<file path="src/uart_mcr_lsr_pkg.sv">
// Constants for the modem control and line status block of one UART channel.
// Assumes a single 100 MHz core clock; register indices are those of the host port.
package uart_mcr_lsr_pkg;
  // Register indices on the host register port
  localparam logic [3:0] ADDR_RHR = 4'h0;
  localparam logic [3:0] ADDR_MCR = 4'h4;
  localparam logic [3:0] ADDR_LSR = 4'h5;

  // Modem control field positions
  localparam int MCR_DIV4    = 7;
  localparam int MCR_IRDA    = 6;
  localparam int MCR_XON_ANY = 5;
  localparam int MCR_LOOP    = 4;
  localparam int MCR_THRESH  = 2;
  localparam int MCR_RTS     = 1;
  localparam int MCR_DTR     = 0;

  // Reset value, write-protected field mask and reserved mask of modem control
  localparam logic [7:0] MCR_RESET     = 8'h00;
  localparam logic [7:0] MCR_PROT_MASK = 8'he4;
  localparam logic [7:0] MCR_RSVD_MASK = 8'h08;

  // Line status field positions
  localparam int LSR_FIFO_ERR = 7;
  localparam int LSR_TX_EMPTY = 6;
  localparam int LSR_THR_EMPTY = 5;
  localparam int LSR_BREAK    = 4;
  localparam int LSR_FRAME    = 3;
  localparam int LSR_PARITY   = 2;
  localparam int LSR_OVERRUN  = 1;
  localparam int LSR_DATA_RDY = 0;
  localparam logic [7:0] LSR_RESET = 8'h60;

  // Receive FIFO geometry; an entry is {break, framing, parity, data}
  localparam int FIFO_DEPTH = 64;
  localparam int PTR_W      = 6;
  localparam int CNT_W      = 7;
  localparam int ENTRY_W    = 11;
  localparam logic [CNT_W-1:0] FIFO_FULL_CNT = 7'h40;
  localparam logic [7:0] BREAK_CHAR = 8'h00;

  // Prescaler: last count value when divide-by-four is selected, one below the four cycles per tick
  localparam logic [1:0] PRESCALE_LAST = 2'h3;

  // GPIO bit that serves as the data-terminal-ready pin on this channel
  localparam int DTR_GPIO_BIT = 5;
  localparam logic [7:0] GPIO_RESET = 8'h00;
endpackage : uart_mcr_lsr_pkg

</file>
<file path="src/rx_fifo_if.sv">
// Bundle between the status logic and the receive character store.
// Assumes both ends run on the same core clock.
`timescale 1ns/1ps
interface rx_fifo_if;
  logic       push;
  logic [7:0] push_data;
  logic [2:0] push_flags;    // {break, framing, parity}
  logic       pop;
  logic [7:0] head_data;
  logic [2:0] head_flags;
  logic       not_empty;
  logic       err_any;
  logic       overrun;       // Push attempted while full, one cycle

  modport fifo (input push, push_data, push_flags, pop,
                output head_data, head_flags, not_empty, err_any, overrun);
  modport ctrl (output push, push_data, push_flags, pop,
                input head_data, head_flags, not_empty, err_any, overrun);
endinterface : rx_fifo_if

</file>
<file path="src/rx_err_fifo.sv">
// Receive character store that keeps the error flags beside each character.
// Assumes push and pop are single-cycle strobes qualified by the clock enable.
`timescale 1ns/1ps
module rx_err_fifo (
  input wire logic i_ref_clk,
  input wire logic i_rst,
  input wire logic i_clk_en,
  rx_fifo_if.fifo  f
);
  logic [uart_mcr_lsr_pkg::ENTRY_W-1:0] mem [0:uart_mcr_lsr_pkg::FIFO_DEPTH-1];
  logic [uart_mcr_lsr_pkg::PTR_W-1:0]   wr_ptr_reg;
  logic [uart_mcr_lsr_pkg::PTR_W-1:0]   rd_ptr_reg;
  logic [uart_mcr_lsr_pkg::CNT_W-1:0]   count_reg;
  logic [uart_mcr_lsr_pkg::CNT_W-1:0]   err_cnt_reg;
  logic                                 full;
  logic                                 push_ok;
  logic                                 pop_ok;
  logic                                 push_err;
  logic                                 pop_err;

  // A full store drops the new character; the drop is reported as overrun
  assign full     = (count_reg == uart_mcr_lsr_pkg::FIFO_FULL_CNT);
  assign push_ok  = f.push & ~full;
  assign pop_ok   = f.pop & (count_reg != '0);
  assign push_err = push_ok & (|f.push_flags);
  assign pop_err  = pop_ok & (|f.head_flags);

  // Head entry and summaries
  assign f.head_data  = mem[rd_ptr_reg][7:0];
  assign f.head_flags = mem[rd_ptr_reg][10:8];
  assign f.not_empty  = (count_reg != '0);
  assign f.err_any    = (err_cnt_reg != '0);
  assign f.overrun    = f.push & full & i_clk_en;

  // Storage; a break stores a zero character whatever the receiver shifted in
  always_ff @(posedge i_ref_clk) begin
    if (i_clk_en && push_ok) begin
      mem[wr_ptr_reg] <= {f.push_flags,
                          f.push_flags[2] ? uart_mcr_lsr_pkg::BREAK_CHAR : f.push_data};
    end
  end

  // Pointers and occupancy
  always_ff @(posedge i_ref_clk or posedge i_rst) begin
    if (i_rst) begin
      wr_ptr_reg <= '0;
      rd_ptr_reg <= '0;
      count_reg  <= '0;
    end else if (i_clk_en) begin
      if (push_ok) wr_ptr_reg <= wr_ptr_reg + 6'h01;
      if (pop_ok) rd_ptr_reg <= rd_ptr_reg + 6'h01;
      if (push_ok && !pop_ok) count_reg <= count_reg + 7'h01;
      else if (pop_ok && !push_ok) count_reg <= count_reg - 7'h01;
    end
  end

  // Count of stored characters carrying any error, so the summary clears exactly
  // when the last bad character leaves
  always_ff @(posedge i_ref_clk or posedge i_rst) begin
    if (i_rst) begin
      err_cnt_reg <= '0;
    end else if (i_clk_en) begin
      if (push_err && !pop_err) err_cnt_reg <= err_cnt_reg + 7'h01;
      else if (pop_err && !push_err) err_cnt_reg <= err_cnt_reg - 7'h01;
    end
  end
endmodule : rx_err_fifo

</file>
<file path="src/uart_modem_ctrl_line_status.sv">
// Modem control and line status logic of one UART channel.
// Assumes a host register port already decoded to a 4-bit index, and that the
// enhanced-feature write enable, GPIO config and auto-RTS logic live outside.
// How it works
// - Prescaler bit selects divide by one or four
// - Infrared bit selects infrared encoding mode
// - Resume-on-any bit enables any-character resume
// - Loopback routes transmit output into receive input
// - Loopback feeds RTS/DTR bits into CTS/DSR status
// - Bit 2 opens threshold and trigger registers
// - RTS pin low when bit 1 set, outside loopback
// - Auto RTS overrides bit 1 on pin
// - DTR pin low when bit 0 set, outside loopback
// - GPIO state writes ignored on DTR pin
// - Bits 7..5 and 2 need enhanced enable
// - FIFO error bit while any bad character
// - Transmit empty needs holding and shift empty
// - Holding empty flag allows 64-character load
// - Full-frame low line flags break, zero stored
// - Framing flag of character being read
// - Parity flag of character being read
// - Overrun bit set on overrun only
// - Data-ready while receive FIFO not empty
// - Status read shows head character flags
`timescale 1ns/1ps
module uart_modem_ctrl_line_status (
  input  wire logic       i_ref_clk,
  input  wire logic       i_rst,
  input  wire logic       i_clk_en,
  input  wire logic       i_reg_wr,
  input  wire logic       i_reg_rd,
  input  wire logic [3:0] i_reg_addr,
  input  wire logic [7:0] i_reg_wdata,
  input  wire logic       i_enh_write_en,
  input  wire logic       i_auto_rts_en,
  input  wire logic       i_auto_rts_n,
  input  wire logic       i_dtr_pin_sel,
  input  wire logic       i_gpio_state_wr,
  input  wire logic [7:0] i_gpio_state_wdata,
  input  wire logic       i_cts_n,
  input  wire logic       i_dsr_n,
  input  wire logic       i_tx_serial,
  input  wire logic       i_rx_pin,
  input  wire logic       i_thr_empty,
  input  wire logic       i_tsr_empty,
  input  wire logic       i_rx_push,
  input  wire logic [7:0] i_rx_data,
  input  wire logic       i_rx_break,
  input  wire logic       i_rx_frame_err,
  input  wire logic       i_rx_parity_err,
  output logic [7:0]      o_reg_rdata,
  output logic            o_rdata_valid,
  output logic            o_baud_tick,
  output logic            o_irda_mode,
  output logic            o_xon_any,
  output logic            o_loopback,
  output logic            o_thresh_access,
  output logic            o_rts_n,
  output logic [7:0]      o_gpio_out,
  output logic            o_cts_state,
  output logic            o_dsr_state,
  output logic            o_tx_pin,
  output logic            o_rx_serial,
  output logic [7:0]      o_line_status
);
  rx_fifo_if rxf ();

  logic [7:0] modem_control_reg;
  logic [7:0] modem_control_next;
  logic [7:0] line_status_reg;
  logic [7:0] line_status_next;
  logic [7:0] gpio_pin_state_reg;
  logic       overrun_reg;
  logic [1:0] prescale_reg;
  logic       mcr_wr;
  logic       lsr_rd;
  logic       rhr_rd;
  logic [7:0] mcr_mask;

  // Address decode shared by read and write paths
  function automatic logic addr_hit(input logic [3:0] addr, input logic [3:0] target);
    addr_hit = (addr == target);
  endfunction : addr_hit

  assign mcr_wr = i_reg_wr & addr_hit(i_reg_addr, uart_mcr_lsr_pkg::ADDR_MCR);
  assign lsr_rd = i_reg_rd & addr_hit(i_reg_addr, uart_mcr_lsr_pkg::ADDR_LSR);
  assign rhr_rd = i_reg_rd & addr_hit(i_reg_addr, uart_mcr_lsr_pkg::ADDR_RHR);

  // Protected fields only take a write while the enhanced write enable is set
  assign mcr_mask = i_enh_write_en ? ~uart_mcr_lsr_pkg::MCR_RSVD_MASK
                                   : ~(uart_mcr_lsr_pkg::MCR_PROT_MASK | uart_mcr_lsr_pkg::MCR_RSVD_MASK);
  assign modem_control_next = (modem_control_reg & ~mcr_mask) | (i_reg_wdata & mcr_mask);

  // Receive store hookup; reading the holding register retires the head character
  assign rxf.push       = i_rx_push & i_clk_en;
  assign rxf.push_data  = i_rx_data;
  assign rxf.push_flags = {i_rx_break, i_rx_frame_err, i_rx_parity_err};
  assign rxf.pop        = rhr_rd & i_clk_en;

  rx_err_fifo u_rx_store (
    .i_ref_clk (i_ref_clk),
    .i_rst     (i_rst),
    .i_clk_en  (i_clk_en),
    .f         (rxf)
  );

  // Live line status; head flags are masked when nothing is stored
  always_comb begin
    line_status_next = 8'h00;
    line_status_next[uart_mcr_lsr_pkg::LSR_FIFO_ERR]  = rxf.err_any;
    line_status_next[uart_mcr_lsr_pkg::LSR_TX_EMPTY]  = i_thr_empty & i_tsr_empty;
    line_status_next[uart_mcr_lsr_pkg::LSR_THR_EMPTY] = i_thr_empty;
    line_status_next[uart_mcr_lsr_pkg::LSR_BREAK]     = rxf.not_empty & rxf.head_flags[2];
    line_status_next[uart_mcr_lsr_pkg::LSR_FRAME]     = rxf.not_empty & rxf.head_flags[1];
    line_status_next[uart_mcr_lsr_pkg::LSR_PARITY]    = rxf.not_empty & rxf.head_flags[0];
    line_status_next[uart_mcr_lsr_pkg::LSR_OVERRUN]   = overrun_reg;
    line_status_next[uart_mcr_lsr_pkg::LSR_DATA_RDY]  = rxf.not_empty;
  end

  // Modem control register
  always_ff @(posedge i_ref_clk or posedge i_rst) begin
    if (i_rst) begin
      modem_control_reg <= uart_mcr_lsr_pkg::MCR_RESET;
    end else if (i_clk_en && mcr_wr) begin
      modem_control_reg <= modem_control_next;
    end
  end

  // Sticky overrun, cleared by a status read; a new overrun in the same cycle wins
  always_ff @(posedge i_ref_clk or posedge i_rst) begin
    if (i_rst) begin
      overrun_reg <= 1'b0;
    end else if (i_clk_en) begin
      if (rxf.overrun) overrun_reg <= 1'b1;
      else if (lsr_rd) overrun_reg <= 1'b0;
    end
  end

  // Status register view and host read data
  always_ff @(posedge i_ref_clk or posedge i_rst) begin
    if (i_rst) begin
      line_status_reg <= uart_mcr_lsr_pkg::LSR_RESET;
      o_reg_rdata     <= 8'h00;
      o_rdata_valid   <= 1'b0;
    end else if (i_clk_en) begin
      line_status_reg <= line_status_next;
      o_rdata_valid   <= i_reg_rd;
      if (lsr_rd) o_reg_rdata <= line_status_next;
      else if (rhr_rd) o_reg_rdata <= rxf.not_empty ? rxf.head_data : 8'h00;
      else if (i_reg_rd && addr_hit(i_reg_addr, uart_mcr_lsr_pkg::ADDR_MCR)) o_reg_rdata <= modem_control_reg;
      else if (i_reg_rd) o_reg_rdata <= 8'h00;
    end
  end

  // Prescaler: a tick every cycle, or every fourth cycle when divide-by-four is set
  always_ff @(posedge i_ref_clk or posedge i_rst) begin
    if (i_rst) begin
      prescale_reg <= 2'h0;
      o_baud_tick  <= 1'b0;
    end else if (i_clk_en) begin
      if (!modem_control_reg[uart_mcr_lsr_pkg::MCR_DIV4]) begin
        prescale_reg <= 2'h0;
        o_baud_tick  <= 1'b1;
      end else begin
        prescale_reg <= (prescale_reg == uart_mcr_lsr_pkg::PRESCALE_LAST) ? 2'h0 : prescale_reg + 2'h1;
        o_baud_tick  <= (prescale_reg == uart_mcr_lsr_pkg::PRESCALE_LAST);
      end
    end
  end

  // Mode outputs taken straight from the control fields
  always_ff @(posedge i_ref_clk or posedge i_rst) begin
    if (i_rst) begin
      o_irda_mode     <= 1'b0;
      o_xon_any       <= 1'b0;
      o_loopback      <= 1'b0;
      o_thresh_access <= 1'b0;
    end else if (i_clk_en) begin
      o_irda_mode     <= modem_control_reg[uart_mcr_lsr_pkg::MCR_IRDA];
      o_xon_any       <= modem_control_reg[uart_mcr_lsr_pkg::MCR_XON_ANY];
      o_loopback      <= modem_control_reg[uart_mcr_lsr_pkg::MCR_LOOP];
      o_thresh_access <= modem_control_reg[uart_mcr_lsr_pkg::MCR_THRESH];
    end
  end

  // Serial path; in loopback the line pin idles high so the far end sees nothing
  always_ff @(posedge i_ref_clk or posedge i_rst) begin
    if (i_rst) begin
      o_tx_pin    <= 1'b1;
      o_rx_serial <= 1'b1;
    end else if (i_clk_en) begin
      if (modem_control_reg[uart_mcr_lsr_pkg::MCR_LOOP]) begin
        o_tx_pin    <= 1'b1;
        o_rx_serial <= i_tx_serial;
      end else begin
        o_tx_pin    <= i_tx_serial;
        o_rx_serial <= i_rx_pin;
      end
    end
  end

  // Handshake status bits and RTS pin; loopback keeps the pin inactive
  always_ff @(posedge i_ref_clk or posedge i_rst) begin
    if (i_rst) begin
      o_cts_state <= 1'b0;
      o_dsr_state <= 1'b0;
      o_rts_n     <= 1'b1;
    end else if (i_clk_en) begin
      if (modem_control_reg[uart_mcr_lsr_pkg::MCR_LOOP]) begin
        o_cts_state <= modem_control_reg[uart_mcr_lsr_pkg::MCR_RTS];
        o_dsr_state <= modem_control_reg[uart_mcr_lsr_pkg::MCR_DTR];
        o_rts_n     <= 1'b1;
      end else begin
        o_cts_state <= ~i_cts_n;
        o_dsr_state <= ~i_dsr_n;
        o_rts_n     <= i_auto_rts_en ? i_auto_rts_n
                                     : ~modem_control_reg[uart_mcr_lsr_pkg::MCR_RTS];
      end
    end
  end

  // GPIO state; the bit that serves as DTR ignores host writes
  generate
    for (genvar b = 0; b < 8; b++) begin : g_gpio
      always_ff @(posedge i_ref_clk or posedge i_rst) begin
        if (i_rst) begin
          gpio_pin_state_reg[b] <= uart_mcr_lsr_pkg::GPIO_RESET[b];
        end else if (i_clk_en && i_gpio_state_wr &&
                     !(i_dtr_pin_sel && (b == uart_mcr_lsr_pkg::DTR_GPIO_BIT))) begin
          gpio_pin_state_reg[b] <= i_gpio_state_wdata[b];
        end
      end
    end
  endgenerate

  // GPIO pins; DTR pin is active low, inactive during loopback
  always_ff @(posedge i_ref_clk or posedge i_rst) begin
    if (i_rst) begin
      o_gpio_out <= uart_mcr_lsr_pkg::GPIO_RESET;
    end else if (i_clk_en) begin
      o_gpio_out <= gpio_pin_state_reg;
      if (i_dtr_pin_sel) begin
        o_gpio_out[uart_mcr_lsr_pkg::DTR_GPIO_BIT] <= modem_control_reg[uart_mcr_lsr_pkg::MCR_LOOP] ? 1'b1
                                                      : ~modem_control_reg[uart_mcr_lsr_pkg::MCR_DTR];
      end
    end
  end

  assign o_line_status = line_status_reg;
endmodule : uart_modem_ctrl_line_status
</file>
<file path="config.mk">
export PLATFORM = sky130hd
export DESIGN_NAME = uart_modem_ctrl_line_status
export DESIGN_NICKNAME = d
export VERILOG_FILES = /design/src/uart_mcr_lsr_pkg.sv /design/src/rx_fifo_if.sv /design/src/rx_err_fifo.sv /design/src/uart_modem_ctrl_line_status.sv
export SDC_FILE = /design/constraint.sdc
export NUM_CORES = 1
export LEC_CHECK = 0
export BUFFER_PORTS_ARGS = -buffer_cell sky130_fd_sc_hd__buf_2
export CAP_MARGIN = 20
export CORE_UTILIZATION = 45
export CTS_CLUSTER_SIZE = 10
export DETAILED_ROUTE_END_ITERATION = 10
export GPL_TIMING_DRIVEN = 0
export SYNTH_ARGS = -nofsm -noshare
export SYNTH_HDL_FRONTEND = slang
export SYNTH_SLANG_ARGS = --single-unit
</file>
<file path="constraint.sdc">
create_clock -name i_ref_clk -period 10.65 [get_ports i_ref_clk]
set_input_delay 0.5325 -clock i_ref_clk [delete_from_list [all_inputs] [get_ports i_ref_clk]]
set_output_delay 0.5325 -clock i_ref_clk [all_outputs]
set_load 0.02 [all_outputs]
</file>
# Yosys cells after proc, flatten, opt, wreduce, memory -nomap -nowiden
# Memories as Yosys holds them, arrays and structs flattened.
# Cells that the tools add are included.
# Widths: inputs -> output; s select.
word_totals:
  register_bits: 80
  latchBits: 0
  ram_bits: 704
  mem_bits_ro: 0
  in_bits: 48
  out_inout_bits: 35
  elab_cells: 120
  n_memories: 1
memory_table:
  columns: ["memory", "depth", "width", "rd", "rd_ports_with_merged_regs", "write_ports", "line_no", "text"]
  rows:
  - ["u_rx_store.mem", 64, 11, 1, 0, 1, "rx_err_fifo.sv:10", "logic [uart_mcr_lsr_pkg::ENTRY_W-1:0] mem [0:uart_mcr_lsr_pkg::FIFO_DEPTH-1];"]
op_classes:
  addsub: 7
  multipliers: 0
  div: 0
  order_cmp: 0
  n_eq_ne: 4
  shift: 0
  mux: 26
  bitwise: 24
  reduce_logical: 29
ops:
  columns: ["op", "n"]
  rows:
  - ["$mux 8", 7]
  - ["$mux 7", 4]
  - ["$and 8x8->8", 2]
  - ["$and 1x1->1", 15]
  - ["$add 7x1->7 const B", 2]
  - ["$reduce_bool 7->1", 2]
  - ["$sub 7x1->7 const B", 2]
  - ["$mux 1", 13]
  - ["$add 6x1->6 const B", 2]
  - ["$reduce_and 2->1", 6]
  - ["$logic_and 1x1->1", 9]
  - ["$eq 4x3->1 const B", 2]
  - ["$not 8->8", 1]
  - ["$or 8x8->8", 1]
  - ["$eq 7x7->1 const B", 1]
  - ["$reduce_bool 2->1", 3]
  - ["$reduce_or 3->1", 2]
  - ["$logic_not 1->1", 5]
  - ["$not 1->1", 5]
  - ["$logic_not 4->1", 1]
  - ["$mux 2", 2]
  - ["$reduce_bool 4->1", 1]
  - ["$add 2x1->2 const B", 1]
  - ["$eq 2x2->1 const B", 1]

# Longest topological paths before layout
logic_depth:
  word_depth: 9
  depth_mapped: 21
  ltp_nobuf: 17

# Modules after synthesis
# From an unflattened synthesis, not the netlist that was laid out.
unflattened:
  hier_cells: 1499
  area_unflattened_um2: 31051.0
by_module_without_submodules:
  columns: ["module", "instances", "cells_each", "area_each_um2", "seq_area_each_um2"]
  rows:
  - ["rx_err_fifo", 1, 1303, 28677.5, 21790.9]
  - ["uart_modem_ctrl_line_status", 1, 196, 2373.5, 1332.5]

# Worst setup path after synthesis
# OpenSTA, ideal clock, no wires.
synth_timing:
  path_type: "register to register"
  start: "register u_rx_store.rd_ptr_reg[0] in the netlist's numbering"
  end: "register u_rx_store.err_cnt_reg[6] in the netlist's numbering"
  setup_time_ps: 125
  arrival_ps: 3606
  required_ps: 10525
  path_slack_ps: 6919
  path_stages_with_launch: 20
  path_buffers: 3
  period_less_slack_ps: 3731
  path_cell_list: "dfrtp_1 buf_6 buf_12 buf_6 mux2_2 a221oi_1 o211ai_1 a21oi_1 a221oi_2 o31ai_1 ha_1 inv_1 fa_1 a21o_1 a21oi_1 o21bai_1 a21oi_1 xnor2_1 nor2_1 xor2_1"
synth_between:
  elab_chain_len: 7
  word_cells_on_any_way: 9
  classes_between: "mux: 1; bitwise: 1; reduce/logical: 6; memory: 1"
synth_rtl:
  columns: ["item", "line_no", "text"]
  rows:
  - ["from (decl)", "rx_err_fifo.sv:12", "logic [uart_mcr_lsr_pkg::PTR_W-1:0] rd_ptr_reg;"]
  - ["from (signal assigned)", "rx_err_fifo.sv:51", "if (pop_ok) rd_ptr_reg <= rd_ptr_reg + 6'h01;"]
  - ["$mem_v2 64x11 (*)", null, null]
  - ["$reduce_or 3->1 (*)", "rx_err_fifo.sv:26", "assign pop_err = pop_ok & (|f.head_flags);"]
  - ["$and 1x1->1 (*)", "rx_err_fifo.sv:26", null]
  - ["$logic_not 1->1", "rx_err_fifo.sv:63", "if (push_err && !pop_err) err_cnt_reg <= err_cnt_reg + 7'h01;"]
  - ["$logic_and 1x1->1", "rx_err_fifo.sv:63", null]
  - ["$reduce_bool 2->1 (no source line)", null, null]
  - ["$reduce_and 2->1 (no source line)", null, null]
  - ["to (signal assigned)", "rx_err_fifo.sv:63", null]
  - ["to (signal assigned)", "rx_err_fifo.sv:64", "else if (pop_err && !push_err) err_cnt_reg <= err_cnt_reg - 7'h01;"]
  - ["to (decl)", "rx_err_fifo.sv:14", "logic [uart_mcr_lsr_pkg::CNT_W-1:0] err_cnt_reg;"]
# Mark *: on every way between the ends. The rest lies on a longest branch, timed or not.
# A chain may end at the register's enable or synchronous reset.

# Worst setup path after layout
layout_timing:
  start: "register u_rx_store.rd_ptr_reg[4] in the netlist's numbering"
  end: "register u_rx_store.err_cnt_reg[6] in the netlist's numbering"
# The elaborated chain is that of the path after synthesis.

==> results.json <==
{
  "status": "finished clean",
  "io_buffers": 81,
  "endpoint_kind": "flop",
  "crit_type": "flop to flop",
  "combPwrFrac": 0.163,
  "startpoint_type": "flop",
  "synth.distinct_cells": 69,
  "cp.arrival_ps": 6270,
  "yosys_warnings": 0,
  "yosysSeqAreaShare": 0.748,
  "yosysTopAreaCell": "edfxtp_1",
  "utilization": 0.531,
  "start_util": 0.457,
  "avgSynthCellArea_um2": 19.6,
  "slew_headroom": 0.254,
  "grt_util_met2": 0.384,
  "worst_slew_pin_slew_ps": 1120,
  "overflow": 0,
  "num_rows": 95,
  "setup_viol": 0,
  "ys_ff_latch": 783,
  "power.internal_w": 0.00558,
  "async_flop_share": 0.101,
  "drtAntennaViolNets": 0,
  "routed_wl_mm": 85.0,
  "ios": 83,
  "cts_tree": "built",
  "syn_to_final_growth_pct": 16.1,
  "cts_sinks": 783,
  "drt-initial-drc-count": 2175,
  "max_freq_ghz": 0.174,
  "power_leakage_nw": 11.9,
  "min_path_cells": 2,
  "hold_class": "input pin to flop",
  "skew_ps": 28.3,
  "grt_antenna_before_repair": 0,
  "antenna_cells_inserted": 0,
  "clkPwrFrac": 0.365,
  "reg2reg_depth": 17,
  "irDropWorstVdd_uv": 117,
  "grt_pass1_vias": 16800,
  "clockBufferDepth": 3,
  "final_layout_size_suffix_gt1_frac": 0.279,
  "met3_usage": 0.0641,
  "worstPathRequired_ps": 11170,
  "met1_usage": 0.346,
  "synthFlopType": "edfxtp_1",
  "grt_usage": 0.248,
  "die_area_mm2": 0.0698,
  "hold_viol": 0,
  "tns_ps": 0,
  "rsz0062_at_grt": "no",
  "layout.nets": 1894,
  "core-area_mm2": 0.0676,
  "grt_start_max_net_pins": 74,
  "power.switching_w": 0.00193,
  "largest_reg_flops": 704,
  "clkLatencyLatePin_ps": 650,
  "die_w_um": 264,
  "yosys-top-cells-area": "edfxtp_1, mux4_2, dfrtp_1",
  "synth_edf_count": 704,
  "synth_nets": 1645,
  "regMostFlops": "u_rx_store.mem",
  "critPathMaxFanout": 10,
  "finalPower_w": 0.00751,
  "clk_pin_slew_worst_paths_ps": 60,
  "via_count": 16900,
  "period_share": 0.540,
  "powerDensity_mw_per_mm2": 209,
  "routabilityCongestion": 0.865,
  "grt.busiest_layer": "met2",
  "synth_area_mm2": 0.0309,
  "place.detailed.hpwl_mm": 57.7,
  "synth_top_area_frac": 0.684,
  "p_sw_frac": 0.257,
  "viasPerCell": 6.14,
  "fin_crit_ps": 5750,
  "max_cap_violations": 0,
  "finalMaxSlewViolations": 0,
  "grt_pass1_wl_mm": 122,
  "h-tree-depth": 3,
  "cts_resized": 0,
  "drc": 0,
  "first_pass_iters": 5,
  "post_cts_buffers": 0,
  "seqPwrFrac": 0.472,
  "synthCells": 1579,
  "wl_per_cell_um": 30.9,
  "cts_root_buf": "clkbuf_16",
  "die_height_um": 264,
  "cts_inserted_buffers": 90
}
-- cell usage after synthesis (2+ instances only) --
library cell    n
nand4_1         4
fa_1            2
edfxtp_1      704
o22ai_1        12
xnor2_1        19
and2_1          3
nor3_1          3
dfrtp_1        74
a221oi_1       22
xor2_1          4
o31a_1          2
a22o_1         22
or2_2           2
a31oi_1         8
buf_12          2
o21ai_1         6
nor2_1         93
nand2b_1        7
a221o_1         3
buf_4          13
buf_2          26
o21bai_1        2
a21oi_1        38
buf_1           5
a22oi_1        16
o221ai_1       15
mux4_2        149
nor4_4          2
inv_1          15
o21ai_0        21
buf_6           9
a2111oi_0       2
a211oi_1        9
nand2_1        50
mux2_2         45
nand3b_1        4
clkbuf_1       26
o31ai_1         2
nand3_1        11
dfstp_2         5
o211ai_1        3
ha_1           16
a21o_1          9
nor2b_1        19
mux2i_1        51
-- placed cells by master, fill, tap and decap left out, types with 50 or more instances in the layout --
master     instances
buf_2            106
dfrtp_1           74
nor2_1            93
mux4_2           149
mux2i_1           51
buf_6             54
nand2_1           50
clkbuf_1          62
clkbuf_16         92
edfxtp_1         704
-- cells by family after synthesis --
logic type,count (synthesis),share of synthesized area
flip-flops,783,0.748
AO/OA/AOI/OAI,200,0.0458
buffers and inverters,99,0.0183
AND/OR/NAND/NOR,211,0.0323
multiplexers,245,0.141
adder cells (fa/ha/maj),18,0.00777
XOR/XNOR,23,0.00651
-- metrics by stage --
stage	cells	setup WS [ps]	hold slack (ps)	area [um^2]
2_1_floorplan	1579	6920	443	30900
3_3_place_gp	2533	4850	462	32400
3_5_place_dp	2599	5100	465	33300
4_1_cts	2737	5090	105	35800
5_1_grt	2746	4820	116	35900
6_report	2746	4900	139	35900
-- cell type report --
cell class,instances,area [um^2]
fillers,5303,31700
flip-flops and latches,783,23100
multi-input cells,697,7290
clock buffers,129,2450
repair buffers,157,1310
well taps,873,1090
plain buffers,83,505
clock inverters,8,80.1
inverters,16,62.6
-- worst max-delay path, cell delays in order (launching register included) --
cell and delay [ps]:
dfrtp_1 320, clkbuf_1 700, clkinv_1 860, a221oi_1 740, o211ai_1 240, a21oi_1 400
a221oi_2 150, o31ai_1 340, ha_1 240, inv_1 150, fa_1 450, a21o_1 180
a21oi_1 220, o21bai_1 100, a21oi_1 180, xnor2_1 140, nor2_1 70, xor2_1 150
-- per-layer routing --
| metal | part of all wire | vias up |
|---|---|---|
| met5 | 0 | - |
| met4 | 0.029 | 0 |
| li1 | - | 6934 |
| met1 | 0.40 | 8807 |
| met2 | 0.46 | 975 |
| met3 | 0.11 | 143 |
-- worst paths after layout --
| path | startpoint | endpoint | slack, ps |
|---|---|---|---|
| worst max-delay path | u_rx_store.rd_ptr_reg[4] | u_rx_store.err_cnt_reg[6] | 4900 |
| worst min-delay path | i_gpio_state_wdata[0] | gpio_pin_state_reg[0] | 140 |
| worst max register to register | u_rx_store.rd_ptr_reg[4] | u_rx_store.err_cnt_reg[6] | 4900 |
| worst min register to register | o_line_status[6] | o_line_status[6] | 480 |
| max in group asynchronous | i_rst | o_line_status[6] | 9590 |
| min in group asynchronous | i_rst | modem_control_reg[0] | 440 |
-- power by group through the flow --
stage	combinational [W]	sequential, W	clock (W)
floorplan	0.000793	0.00362	0
global placement	0.00119	0.00361	0
detailed placement	0.00123	0.00360	0
CTS	0.00123	0.00354	0.00278
global route	0.00131	0.00355	0.00289
finish	0.00122	0.00354	0.00274
-- timing repair --
item | CTS | global route
hold buffers | 1 | 0
endpoints found under the hold margin | 22 | 0
setup endpoints to repair | 0 | 0
(Power assumes the default switching activity.)
